## src/verilog/drive_cmd_defs.vh

```
// Constants for the fieldbus drive command interpreter.
`ifndef DRIVE_CMD_DEFS_VH
`define DRIVE_CMD_DEFS_VH

// Clock rate and supervision timing.
`define CLK_FREQ_HZ     40000000
`define TICK_MS         1
`define MS_CYCLES_CALC  ((`CLK_FREQ_HZ / 1000) * `TICK_MS)
`define WD_PERIOD_MS    1000
`define WD_HALF_MS      (`WD_PERIOD_MS / 2)

// Command word bit positions.
`define CW_ON           0
`define CW_NO_COAST     1
`define CW_NO_QUICK     2
`define CW_START        3
`define CW_RAMP_FORCE   4
`define CW_RAMP_HOLD    5
`define CW_REF_ENABLE   6
`define CW_FAULT_ACK    7
`define CW_INCH1        8
`define CW_INCH2        9
`define CW_BUS_EN       10
`define CW_ALIVE        11

// State report word bit positions.
`define SW_READY1       0
`define SW_READY2       1
`define SW_ENABLE       2
`define SW_FAULT        3
`define SW_NO_COAST     4
`define SW_NO_QUICK     5
`define SW_INHIBIT      6
`define SW_WARNING      7
`define SW_AT_REF       8
`define SW_BUS_CTRL     9
`define SW_RUNNING      12
`define SW_READY        13
`define SW_ALIVE_ECHO   15

// Control place code that selects the fieldbus.
`define CP_FIELDBUS     2'h3

// Drive states.
`define ST_NOT_READY    3'h0
`define ST_INHIBIT      3'h1
`define ST_READY_SW_ON  3'h2
`define ST_READY_OP     3'h3
`define ST_RUNNING      3'h4
`define ST_FAULT        3'h5

// Stop behaviours reported on the stop kind output.
`define STOP_NONE       2'h0
`define STOP_RAMP       2'h1
`define STOP_COAST      2'h2

// Jogging source.
`define JOG_NONE        2'h0
`define JOG_BUS         2'h1
`define JOG_IO          2'h2

// Reset values.
`define RST_WORD        16'h0000

`endif

```

## src/verilog/empty_placeholder_none.v

```verilog
// Intentionally minimal unit; holds no logic.
`timescale 1ns/1ps
`default_nettype none
`default_nettype wire

```

## src/verilog/pin_filter.v

```verilog
// Three-stage synchroniser and agreement filter for the I/O pins.
`timescale 1ns/1ps
`default_nettype none

module pin_filter
(
  input  wire       CLK_IN,      // Drive clock.
  input  wire       RST_N_IN,    // Synchronous reset, active low.
  input  wire [3:0] pins_in,     // Raw asynchronous pins.
  output reg  [3:0] clean_out    // Filtered pin levels.
);

  reg [3:0] sync1;  // First stage, read by the second only.
  reg [3:0] sync2;  // Second stage.
  reg [3:0] sync3;  // Third stage.

  ////////////////////////////////////////////////////////////////////////////
  // A level only counts once stages two and three agree, which also
  // rejects a single-cycle glitch that slips past the first stage.
  always @(posedge CLK_IN)
  begin
    if (!RST_N_IN)
    begin
      sync1     <= 4'h0;
      sync2     <= 4'h0;
      sync3     <= 4'h0;
      clean_out <= 4'h0;
    end
    else
    begin
      sync1     <= pins_in;
      sync2     <= sync1;
      sync3     <= sync2;
      clean_out <= (sync2 & ~(sync2 ^ sync3)) | (clean_out & (sync2 ^ sync3));
    end
  end

endmodule // pin_filter

`default_nettype wire

```

## src/verilog/alive_watchdog.v

```verilog
// Supervision of the master's alive toggle bit.
`timescale 1ns/1ps
`default_nettype none
`include "drive_cmd_defs.vh"

module alive_watchdog
#(
  parameter MS_CYCLES = `MS_CYCLES_CALC  // Clock cycles per millisecond.
)
(
  input  wire        CLK_IN,       // Drive clock.
  input  wire        RST_N_IN,     // Synchronous reset, active low.
  input  wire        enable_in,    // Supervision active.
  input  wire        toggle_in,    // Alive bit as last received.
  input  wire [15:0] delay_ms_in,  // Extra tolerance in ms.
  input  wire        ack_in,       // Fault acknowledge pulse.
  output reg         fault_out     // Sticky communication fault.
);

  localparam [31:0] MS_WIDE   = MS_CYCLES - 1;   // Divider end, full width.
  localparam [31:0] HALF_WIDE = `WD_HALF_MS;      // Half period, full width.
  localparam [15:0] MS_LAST   = MS_WIDE[15:0];   // Last divider count.
  localparam [16:0] HALF_MS   = HALF_WIDE[16:0]; // Nominal half period.

  reg  [15:0] div;        // Millisecond divider.
  reg  [16:0] ms_count;   // Milliseconds since the last toggle.
  reg         last_tog;   // Previous alive bit.
  wire        tick;       // One-cycle pulse per millisecond.
  wire        changed;    // Alive bit moved.
  wire [16:0] limit;      // Time allowed between toggles.
  wire        timeout;    // Toggle overdue.

  assign tick    = (div == MS_LAST);
  assign changed = (toggle_in != last_tog);
  assign limit   = HALF_MS + {1'b0, delay_ms_in};
  assign timeout = enable_in && (ms_count >= limit);

  ////////////////////////////////////////////////////////////////////////////
  // Divider and age counter. The counter saturates so a long silence
  // cannot wrap round and hide the fault.
  always @(posedge CLK_IN)
  begin
    if (!RST_N_IN)
    begin
      div      <= 16'h0000;
      ms_count <= 17'h00000;
      last_tog <= 1'b0;
    end
    else
    begin
      last_tog <= toggle_in;
      div      <= tick ? 16'h0000 : div + 16'h0001;
      if (!enable_in || changed)
        ms_count <= 17'h00000;
      else if (tick && (ms_count != 17'h1ffff))
        ms_count <= ms_count + 17'h00001;
    end
  end

  ////////////////////////////////////////////////////////////////////////////
  // Sticky fault; a timeout in the acknowledge cycle wins.
  always @(posedge CLK_IN)
  begin
    if (!RST_N_IN)
      fault_out <= 1'b0;
    else if (timeout)
      fault_out <= 1'b1;  // [RULE15] [RULE22]
    else if (ack_in)
      fault_out <= 1'b0;
  end

endmodule // alive_watchdog

`default_nettype wire

```

## src/verilog/fieldbus_drive_control.v

```verilog
// Fieldbus command word interpreter and drive state machine.
// Behaviour
// RULE1: Fault, warning, running, ready bits from drive.
// RULE2: At-reference bit when actual equals reference.
// RULE3: Readiness, stop, inhibit, bus bits from machine.
// RULE4: On rising edge leaves inhibit, ready to run.
// RULE5: On low gives ramp stop, ready to switch.
// RULE6: Coast bit low coasts into inhibit.
// RULE7: Quick bit low uses configured quick stop.
// RULE8: Start bit runs; low stops by configuration.
// RULE9: Ramp force low zeroes ramp, top priority.
// RULE10: Hold low freezes ramp, beats reference bit.
// RULE11: Reference bit low zeroes reference, lowest.
// RULE12: Acknowledge edge clears faults, maybe inhibit.
// RULE13: Inching bits run at own fixed speeds.
// RULE14: Bus enable works only with fieldbus place.
// RULE15: Missing alive toggles raise communication fault.
// RULE16: Bus jog is start with ramp bits zero.
// RULE17: Ramp bits honoured again after zero speed.
// RULE18: I/O jog starts drive when jog enabled.
// RULE19: Inching ignored while start is active.
// RULE20: Both inching requests together stop drive.
// RULE21: Alive bit echoed in report bit fifteen.
// RULE22: Zero watchdog delay disables supervision.
// RULE23: Bus enable removed while running coasts.
// RULE24: Encoded machine with six drive states.
`timescale 1ns/1ps
`default_nettype none
`include "drive_cmd_defs.vh"

module fieldbus_drive_control
#(
  parameter MS_CYCLES = `MS_CYCLES_CALC  // Cycles per millisecond.
)
(
  input  wire        CLK_IN,            // Drive clock, 40 MHz.
  input  wire        RST_N_IN,          // Synchronous reset, active low.
  input  wire [15:0] CMD_WORD_IN,       // Command word from the bus.
  input  wire        CMD_VALID_IN,      // New command word strobe.
  input  wire [1:0]  CTRL_PLACE_IN,     // Control place select.
  input  wire [1:0]  QSTOP_MODE_IN,     // Quick stop behaviour.
  input  wire [1:0]  STOP_MODE_IN,      // Normal stop behaviour.
  input  wire [15:0] WD_DELAY_IN,       // Watchdog delay in ms.
  input  wire        FAULT_IN,          // Drive fault active.
  input  wire        WARNING_IN,        // Drive warning active.
  input  wire        VOLT_OFF_IN,       // Fault removed output voltage.
  input  wire [15:0] SPEED_ACT_IN,      // Actual speed.
  input  wire [15:0] SPEED_REF_IN,      // Speed reference.
  input  wire        IO_START_IN,       // I/O start pin.
  input  wire        IO_JOG1_IN,        // I/O jog 1 pin.
  input  wire        IO_JOG2_IN,        // I/O jog 2 pin.
  input  wire        IO_JOG_EN_IN,      // Jogging enable pin.
  output reg  [15:0] STATUS_WORD_OUT,   // State report word.
  output reg         RUN_OUT,           // Modulation command.
  output reg  [1:0]  STOP_KIND_OUT,     // Stop in progress.
  output reg         RAMP_ZERO_OUT,     // Ramp output forced to zero.
  output reg         RAMP_HOLD_OUT,     // Ramp frozen.
  output reg         REF_ZERO_OUT,      // Reference forced to zero.
  output reg  [1:0]  JOG_SEL_OUT,       // Inching speed select.
  output reg         FAULT_ACK_OUT,     // Fault acknowledge pulse.
  output reg         BUS_FAULT_OUT      // Communication fault.
);

  ////////////////////////////////////////////////////////////////////////////
  // Declarations.
  reg  [15:0] cmd_word;     // Last accepted command word.
  reg         on_rise;      // Rising edge of the on bit.
  reg         ack_rise;     // Rising edge of the acknowledge bit.
  reg  [2:0]  state;        // Drive state.
  reg  [2:0]  next_state;   // Next drive state.
  reg  [1:0]  jog_mode;     // Source of the present jog run.
  reg  [1:0]  next_jog;     // Next jog source.
  reg  [1:0]  stop_ev;      // Stop started this cycle.
  reg         jog_recover;  // Ramp bits masked after a bus jog.
  reg         next_recover; // Next mask value.
  reg         bus_was;      // Bus control active last cycle.
  wire [3:0]  pins;         // Filtered I/O pins.
  wire        io_start;     // Filtered start pin.
  wire        io_j1;        // Filtered jog 1.
  wire        io_j2;        // Filtered jog 2.
  wire        io_jen;       // Filtered jog enable.
  wire        bus_place;    // Fieldbus is the control place.
  wire        bus_active;   // Bus control in force.
  wire        bus_lost;     // Bus control just withdrawn.
  wire        zero_speed;   // Drive stands still.
  wire        wd_fault;     // Alive supervision fault.
  wire        fault_any;    // Any fault present.
  wire        eff_on;       // On command as seen by the machine.
  wire        run_cmd;      // Start command from the active place.
  wire        ramp_bits_0;  // Ramp bits all low.
  wire        bus_jog_req;  // Valid bus jog request.
  wire        io_jog_req;   // Valid I/O jog request.
  wire        both_jog;     // Both inching requests at once.
  wire        coast_req;    // Coast stop from the bus.
  wire        quick_req;    // Quick stop from the bus.
  wire        honour;       // Ramp bits are obeyed.

  ////////////////////////////////////////////////////////////////////////////
  // Maps a configured stop behaviour onto a stop kind.
  function [1:0] stop_of;
    input [1:0] mode;
    begin
      stop_of = (mode == `STOP_COAST) ? `STOP_COAST : `STOP_RAMP;
    end
  endfunction

  ////////////////////////////////////////////////////////////////////////////
  // Pins come from outside the clock domain.
  pin_filter u_pins
  (
    .CLK_IN    (CLK_IN),
    .RST_N_IN  (RST_N_IN),
    .pins_in   ({IO_JOG_EN_IN, IO_JOG2_IN, IO_JOG1_IN, IO_START_IN}),
    .clean_out (pins)
  );

  assign io_start = pins[0];
  assign io_j1    = pins[1];
  assign io_j2    = pins[2];
  assign io_jen   = pins[3];

  ////////////////////////////////////////////////////////////////////////////
  // Command word capture and edge detection between successive words.
  // Edges are judged word to word, so a master that writes only on
  // change still gives exactly one edge.
  always @(posedge CLK_IN)
  begin
    if (!RST_N_IN)
    begin
      cmd_word <= `RST_WORD;
      on_rise  <= 1'b0;
      ack_rise <= 1'b0;
    end
    else
    begin
      on_rise  <= CMD_VALID_IN & CMD_WORD_IN[`CW_ON] & ~cmd_word[`CW_ON];
      ack_rise <= CMD_VALID_IN & CMD_WORD_IN[`CW_FAULT_ACK] &
                  ~cmd_word[`CW_FAULT_ACK];
      if (CMD_VALID_IN)
        cmd_word <= CMD_WORD_IN;
    end
  end

  // Bus control needs the fieldbus control place as well. [RULE14]
  assign bus_place  = (CTRL_PLACE_IN == `CP_FIELDBUS);
  assign bus_active = bus_place & cmd_word[`CW_BUS_EN];
  assign bus_lost   = bus_was & ~bus_active;
  assign zero_speed = (SPEED_ACT_IN == 16'h0000);
  assign fault_any  = FAULT_IN | wd_fault;

  // Outside bus control the on, coast and quick bits are not followed.
  assign eff_on    = bus_active ? cmd_word[`CW_ON] : ~bus_place;
  assign coast_req = bus_active & ~cmd_word[`CW_NO_COAST];
  assign quick_req = bus_active & ~cmd_word[`CW_NO_QUICK];
  assign run_cmd   = bus_place ? (bus_active & cmd_word[`CW_START])
                               : io_start;

  // Jog requests.
  assign ramp_bits_0 = (cmd_word[6:4] == 3'h0);
  assign bus_jog_req = bus_active & cmd_word[`CW_START] & ramp_bits_0 &
                       (cmd_word[`CW_INCH1] ^ cmd_word[`CW_INCH2]); // [RULE16]
  assign io_jog_req  = io_jen & (io_j1 ^ io_j2) & ~run_cmd; // [RULE18] [RULE19]
  assign both_jog    = (bus_active & cmd_word[`CW_START] & ramp_bits_0 &
                        cmd_word[`CW_INCH1] & cmd_word[`CW_INCH2]) |
                       (io_jen & io_j1 & io_j2);

  ////////////////////////////////////////////////////////////////////////////
  // Alive toggle supervision, off when the delay is zero.
  alive_watchdog #(.MS_CYCLES(MS_CYCLES)) u_wd
  (
    .CLK_IN      (CLK_IN),
    .RST_N_IN    (RST_N_IN),
    .enable_in   (bus_active & (WD_DELAY_IN != 16'h0000)), // [RULE22]
    .toggle_in   (cmd_word[`CW_ALIVE]),
    .delay_ms_in (WD_DELAY_IN),
    .ack_in      (ack_rise),
    .fault_out   (wd_fault)
  );

  ////////////////////////////////////////////////////////////////////////////
  // Next-state logic. Stops that remove the drive from running are
  // checked last so they override the ordinary transitions. [RULE24]
  always @*
  begin
    next_state   = state;
    next_jog     = jog_mode;
    stop_ev      = `STOP_NONE;
    next_recover = jog_recover & ~zero_speed; // [RULE17]
    case (state)
      `ST_NOT_READY:
        next_state = `ST_INHIBIT;
      `ST_INHIBIT:
        begin
          if (on_rise & bus_active & ~coast_req & ~quick_req)
            next_state = `ST_READY_OP;    // [RULE4]
          else if (!bus_place)
            next_state = `ST_READY_SW_ON;
        end
      `ST_READY_SW_ON:
        begin
          if (eff_on)
            next_state = `ST_READY_OP;
        end
      `ST_READY_OP:
        begin
          if (!eff_on)
            next_state = `ST_READY_SW_ON; // [RULE5]
          else if (both_jog)
            next_state = `ST_READY_OP;    // [RULE20]
          else if (bus_jog_req)
          begin
            // A bus jog waits for standstill. [RULE16]
            if (zero_speed)
            begin
              next_state = `ST_RUNNING;
              next_jog   = `JOG_BUS;
            end
          end
          else if (io_jog_req)
          begin
            next_state = `ST_RUNNING;     // [RULE18]
            next_jog   = `JOG_IO;
          end
          else if (run_cmd)
            next_state = `ST_RUNNING;     // [RULE8]
        end
      `ST_RUNNING:
        begin
          if (!eff_on)
          begin
            next_state = `ST_READY_SW_ON; // [RULE5]
            next_jog   = `JOG_NONE;
            stop_ev    = `STOP_RAMP;
          end
          else if (both_jog && (jog_mode != `JOG_NONE))
          begin
            next_state = `ST_READY_OP;    // [RULE20]
            next_jog   = `JOG_NONE;
            stop_ev    = stop_of(STOP_MODE_IN);
          end
          else if ((jog_mode == `JOG_BUS) && !bus_jog_req)
          begin
            next_state   = `ST_READY_OP;
            next_jog     = `JOG_NONE;
            next_recover = 1'b1;          // [RULE17]
            stop_ev      = stop_of(STOP_MODE_IN);
          end
          else if ((jog_mode == `JOG_IO) && !io_jog_req)
          begin
            next_state = `ST_READY_OP;    // [RULE19]
            next_jog   = `JOG_NONE;
            stop_ev    = stop_of(STOP_MODE_IN);
          end
          else if ((jog_mode == `JOG_NONE) && !run_cmd)
          begin
            next_state = `ST_READY_OP;    // [RULE8]
            stop_ev    = stop_of(STOP_MODE_IN);
          end
        end
      `ST_FAULT:
        begin
          // Acknowledge only succeeds once the fault has gone. [RULE12]
          if (ack_rise && !fault_any)
            next_state = VOLT_OFF_IN ? `ST_INHIBIT : `ST_READY_SW_ON;
        end
      default:
        next_state = `ST_NOT_READY;
    endcase
    // Stops that override every ordinary transition.
    if ((state == `ST_READY_SW_ON) || (state == `ST_READY_OP) ||
        (state == `ST_RUNNING))
    begin
      if (bus_lost && (state == `ST_RUNNING))
      begin
        next_state = `ST_INHIBIT;         // [RULE23]
        stop_ev    = `STOP_COAST;
      end
      else if (coast_req)
      begin
        next_state = `ST_INHIBIT;         // [RULE6]
        stop_ev    = `STOP_COAST;
      end
      else if (quick_req)
      begin
        next_state = `ST_INHIBIT;         // [RULE7]
        stop_ev    = stop_of(QSTOP_MODE_IN);
      end
      if (next_state != `ST_RUNNING)
        next_jog = `JOG_NONE;
      if (state != `ST_RUNNING)
        stop_ev = `STOP_NONE;
    end
    if (fault_any && (state != `ST_FAULT) && (state != `ST_NOT_READY))
    begin
      next_state = `ST_FAULT;
      next_jog   = `JOG_NONE;
      stop_ev    = (state == `ST_RUNNING) ? `STOP_COAST : `STOP_NONE;
    end
  end

  ////////////////////////////////////////////////////////////////////////////
  // State registers. A new stop wins over the standstill clear.
  always @(posedge CLK_IN)
  begin
    if (!RST_N_IN)
    begin
      state         <= `ST_NOT_READY;
      jog_mode      <= `JOG_NONE;
      jog_recover   <= 1'b0;
      bus_was       <= 1'b0;
      STOP_KIND_OUT <= `STOP_NONE;
    end
    else
    begin
      state       <= next_state;
      jog_mode    <= next_jog;
      jog_recover <= next_recover;
      bus_was     <= bus_active;
      if (stop_ev != `STOP_NONE)
        STOP_KIND_OUT <= stop_ev;
      else if (zero_speed || (next_state == `ST_RUNNING))
        STOP_KIND_OUT <= `STOP_NONE;
    end
  end

  // Ramp bits count only under bus control, outside jogging.
  assign honour = bus_active & ~jog_recover & (jog_mode == `JOG_NONE);

  ////////////////////////////////////////////////////////////////////////////
  // Drive command outputs. Force beats hold, hold beats reference.
  always @(posedge CLK_IN)
  begin
    if (!RST_N_IN)
    begin
      RUN_OUT       <= 1'b0;
      RAMP_ZERO_OUT <= 1'b0;
      RAMP_HOLD_OUT <= 1'b0;
      REF_ZERO_OUT  <= 1'b0;
      JOG_SEL_OUT   <= 2'h0;
      FAULT_ACK_OUT <= 1'b0;
      BUS_FAULT_OUT <= 1'b0;
    end
    else
    begin
      RUN_OUT       <= (state == `ST_RUNNING);
      RAMP_ZERO_OUT <= honour & ~cmd_word[`CW_RAMP_FORCE];  // [RULE9]
      RAMP_HOLD_OUT <= honour & cmd_word[`CW_RAMP_FORCE] &
                       ~cmd_word[`CW_RAMP_HOLD];            // [RULE10]
      REF_ZERO_OUT  <= honour & cmd_word[`CW_RAMP_FORCE] &
                       cmd_word[`CW_RAMP_HOLD] &
                       ~cmd_word[`CW_REF_ENABLE];           // [RULE11]
      // Judged on the next jog source, so a word with both inch bits
      // never reaches the select output while the stop is taken.
      if ((state == `ST_RUNNING) && (next_jog == `JOG_BUS))
        JOG_SEL_OUT <= cmd_word[9:8];                       // [RULE13]
      else if ((state == `ST_RUNNING) && (next_jog == `JOG_IO))
        JOG_SEL_OUT <= {io_j2, io_j1};                      // [RULE13]
      else
        JOG_SEL_OUT <= 2'h0;
      FAULT_ACK_OUT <= ack_rise;                            // [RULE12]
      BUS_FAULT_OUT <= wd_fault;                            // [RULE15]
    end
  end

  ////////////////////////////////////////////////////////////////////////////
  // State report word, rebuilt every cycle.
  always @(posedge CLK_IN)
  begin
    if (!RST_N_IN)
      STATUS_WORD_OUT <= `RST_WORD;
    else
    begin
      STATUS_WORD_OUT                 <= 16'h0000;
      STATUS_WORD_OUT[`SW_READY1]     <= (state == `ST_READY_SW_ON) ||
                                         (state == `ST_READY_OP) ||
                                         (state == `ST_RUNNING); // [RULE3]
      STATUS_WORD_OUT[`SW_READY2]     <= (state == `ST_READY_OP) ||
                                         (state == `ST_RUNNING); // [RULE3]
      STATUS_WORD_OUT[`SW_ENABLE]     <= (state == `ST_RUNNING); // [RULE3]
      STATUS_WORD_OUT[`SW_FAULT]      <= fault_any;              // [RULE1]
      STATUS_WORD_OUT[`SW_NO_COAST]   <= ~coast_req;             // [RULE3]
      STATUS_WORD_OUT[`SW_NO_QUICK]   <= ~quick_req;             // [RULE3]
      STATUS_WORD_OUT[`SW_INHIBIT]    <= (state == `ST_INHIBIT); // [RULE3]
      STATUS_WORD_OUT[`SW_WARNING]    <= WARNING_IN;             // [RULE1]
      STATUS_WORD_OUT[`SW_AT_REF]     <= (SPEED_ACT_IN ==
                                          SPEED_REF_IN);         // [RULE2]
      STATUS_WORD_OUT[`SW_BUS_CTRL]   <= bus_active;             // [RULE3]
      STATUS_WORD_OUT[`SW_RUNNING]    <= (state == `ST_RUNNING); // [RULE1]
      STATUS_WORD_OUT[`SW_READY]      <= ~fault_any &
                                         (state != `ST_NOT_READY); // [RULE1]
      STATUS_WORD_OUT[`SW_ALIVE_ECHO] <= cmd_word[`CW_ALIVE];    // [RULE21]
    end
  end

endmodule // fieldbus_drive_control

`default_nettype wire

```

## config.mk

```make
export PLATFORM = sky130hd
export DESIGN_NAME = fieldbus_drive_control
export DESIGN_NICKNAME = d
export VERILOG_FILES = /design/src/verilog/empty_placeholder_none.v /design/src/verilog/pin_filter.v /design/src/verilog/alive_watchdog.v /design/src/verilog/fieldbus_drive_control.v
export VERILOG_INCLUDE_DIRS = /design/src /design/src/verilog
export SDC_FILE = /design/constraint.sdc
export NUM_CORES = 1
export LEC_CHECK = 0
export BUFFER_PORTS_ARGS = -buffer_cell sky130_fd_sc_hd__buf_2
export CAP_MARGIN = 15
export CELL_PAD_IN_SITES_DETAIL_PLACEMENT = 1
export CELL_PAD_IN_SITES_GLOBAL_PLACEMENT = 1
export CORE_MARGIN = 2
export CORE_UTILIZATION = 37
export CTS_CLUSTER_SIZE = 12
export DETAILED_ROUTE_END_ITERATION = 16
export PLACE_DENSITY = 0.75
export SKIP_LAST_GASP = 1
export SYNTH_ARGS = -nofsm -noshare
export SYNTH_HDL_FRONTEND = slang
export SYNTH_HIERARCHICAL = 1
export SYNTH_SLANG_ARGS = --single-unit
```

## constraint.sdc

```tcl
create_clock -name CLK_IN -period 2.61 [get_ports CLK_IN]
set_input_delay 0.3915 -clock CLK_IN [delete_from_list [all_inputs] [get_ports CLK_IN]]
set_output_delay 0.3915 -clock CLK_IN [all_outputs]
set_load 0.01 [all_outputs]
```

==> results.ini <==
[status]
outcome = finished clean

[layout]
layout-drive-gt1-share = 0.274
syn2layout_area_growth_pct = 21.0
finalNetCount = 750
fin_util = 0.456
post-route-cell-area_mm2 = 0.00602
final_cell_mix = buf_2 (98), dfxtp_1 (92), nor2_1 (51)
diodes = 0
final_common_cell = buf_2

[floorplanning]
dieHeight_um = 120
placementRows = 42
initial_core_util = 0.377
dieArea_mm2 = 0.0144
coreArea_mm2 = 0.0132
die_x_um = 120
ioPinCount = 106

[clock_tree]
cts_tree = built
cts_setup_buffers = 0
clock_path_buffers = 2
ctsHtreeMaxLevel = 3
cts_sinks = 92
clk_latency_ns = 0.34
numCtsBuffers = 9
clk_pin_slew_worst_paths_ns = 0.06
ctsRootBufferMaster = clkbuf_16

[synth]
synth_area_leaders = dfxtp_1 (37%), ha_1 (5.3%), xnor2_1 (5.1%), xor2_1 (4.2%), nor2_1 (3.9%)
yosysWarnings = 6
synth_edf_count = 0
avgSynthCellArea_um2 = 9.21
syn_inst = 540
async_flop_share = 0
synth_area_mm2 = 0.00497
synth_top_area_frac = 0.371
yosysUniqueCellTypes = 80
synth_seq_cells = 92
synth_flop_cell = dfxtp_1
synth.yosys.seq_area_share = 0.371
synth_largest_area_cell = dfxtp_1

[power_and_ir_drop]
vdd_drop_max_v = 0.000297
power_density_mw_per_mm2 = 564
p_leak_uw = 0.00248

[sta]
final_hold_viol_count = 0
setup_violations = 0
rsz0062_at_grt = no
hold_ws_ns = 0.262
finalClockSkew_ns = 0.00691
worst_slew_pin_slew_ns = 0.695
fin_crit_sh = 0.948
finalSetupTns_ns = 0
period_minus_slack_ns = 2.47
max_freq_mhz = 404
final.setup.worst_slack_ns = 0.135
maxSlewViolCount = 0
slew_headroom = 0.535

[worst_setup_path]
crit_required_ns = 2.84
crit_type = in2reg
worstPathMaxFanout = 3
cp-end-kind = flip-flop
cp-start-kind = primary input
cp_data_arrival_time_ns = 2.71
crit_chain = buf_2 -> or4_4 -> or3_4 -> nand2b_1 -> xor2_1 -> ha_1 -> a21o_1 -> a221oi_2 -> nor3_1 -> a211oi_1 -> nand2_1
max_stage_delay_ns = 0.53
worst_path_max_delay_cell = or4_4

[routing]
ant_nets = 0
firstDrtPassIters = 4
drt-initial-drc-count = 196
drcViolationCount = 0
viasPerCell = 5.19
vias = 4302
totalWireLength_um = 13400
wl_per_cell_um = 16.1

[hold_path]
hold_path.class = in2reg

[global_route]
antenna_found_initial = 0
grt-ovfl-total = 0
grt_pass1_vias = 4453
grt_pass1_wl_um = 21900
grt_usage = 0.190
grt_max_degree = 28

[place]
postPlaceCellArea_mm2 = 0.00568
portBuffers = 98
dp_worst_setup_slack_ns = -0.286
gp_congestion = 0.860
hpwlAfterDp_um = 10400

[flow_run]
maxCapViolations = 0

worst max-delay path: cells and delay by family:
family,cells,cell delay (ns)
xor gates and xnor gates,1,0.16
and+or+nand+nor,5,1.13
buffers and inverters,1,0.11
adders and majority gates,1,0.26
AOI/OAI and AO/OA,3,0.65
power by group:
part,internal [uW],switching (uW),total [uW]
sequential,1460,57.4,1520
combinational,252,288,540
clock,816,515,1330
per-stage QoR:
| step | std cells | total power (uW) |
|---|---|---|
| 2_1_floorplan | 542 | 1890 |
| 3_3_place_gp | 814 | 2070 |
| 3_5_place_dp | 814 | 2090 |
| 4_1_cts | 829 | 3430 |
| 5_1_grt | 829 | 3570 |
| 6_report | 829 | 3390 |
path summary, 6_finish.rpt:
kind / from / end / cells after the start / slack (ns)
hold reg to reg: cmd_word[0] / on_rise / 1 / 0.45
hold / removal: WARNING_IN / STATUS_WORD_OUT[7] / 2 / 0.26
setup / recovery: WD_DELAY_IN[6] / u_wd/fault_out / 11 / 0.14
setup reg to reg: u_wd/ms_count[0] / u_wd/ms_count[13] / 8 / 0.21
registers in the layout, indices dropped and copies added, names as in the netlist, 2 cells and up, named ones only:
name and cells:
JOG_SEL_OUT 2, u_pins/sync2 4, jog_mode 2, STOP_KIND_OUT 2
u_pins/sync3 4, cmd_word 12, u_pins/sync1 4, u_wd/div 16
u_wd/ms_count 17, STATUS_WORD_OUT 12, state 3
synthesized netlist by cell type, drive strengths merged (4+ instances only):
cell and number:
dfxtp 92, nor2 53, nand2 39, xnor2 29, nand3 25, and2 24
xor2 24, ha 21, a21oi 20, buf 18, nor3 16, o21ai 16
mux2i 14, nand4 14, and3 13, nor2b 12, nor4 12, inv 10
or3 8, nor3b 6, o211ai 6, a31oi 5, and4 5, nand2b 5
nand3b 5, o32ai 5, clkbuf 4
layer usage:
| layer | share of wire | GRT usage |
|---|---|---|
| met5 | 0 | 0 |
| met4 | 0.015 | 0.0618 |
| met3 | 0.045 | 0.0399 |
| met2 | 0.50 | 0.339 |
| met1 | 0.44 | 0.227 |
repair_timing:
item,in CTS,in global routing
hold buffers,0,0
gates resized for setup,0,5
setup endpoints to repair,0,4
cell type report:
type,instances,area [um2]
Fill cell,1580,7170
Clock inverter,1,30.0
Tap cell,176,220
Inverter,11,41.3
Clock buffer,14,274
Sequential cell,92,1840
Timing Repair Buffer,118,641
Multi-Input combinational cell,417,2970
logic make-up after synthesis:
group	share of synthesized area
buffers and inverters	0.0403
other	0.000754
flip-flops	0.371
adder cells (fa/ha/maj)	0.0529
AND/OR/NAND/NOR	0.295
AO/OA/AOI/OAI	0.119
XOR/XNOR	0.0934
multiplexers	0.0282
(Power assumes the default switching activity.)
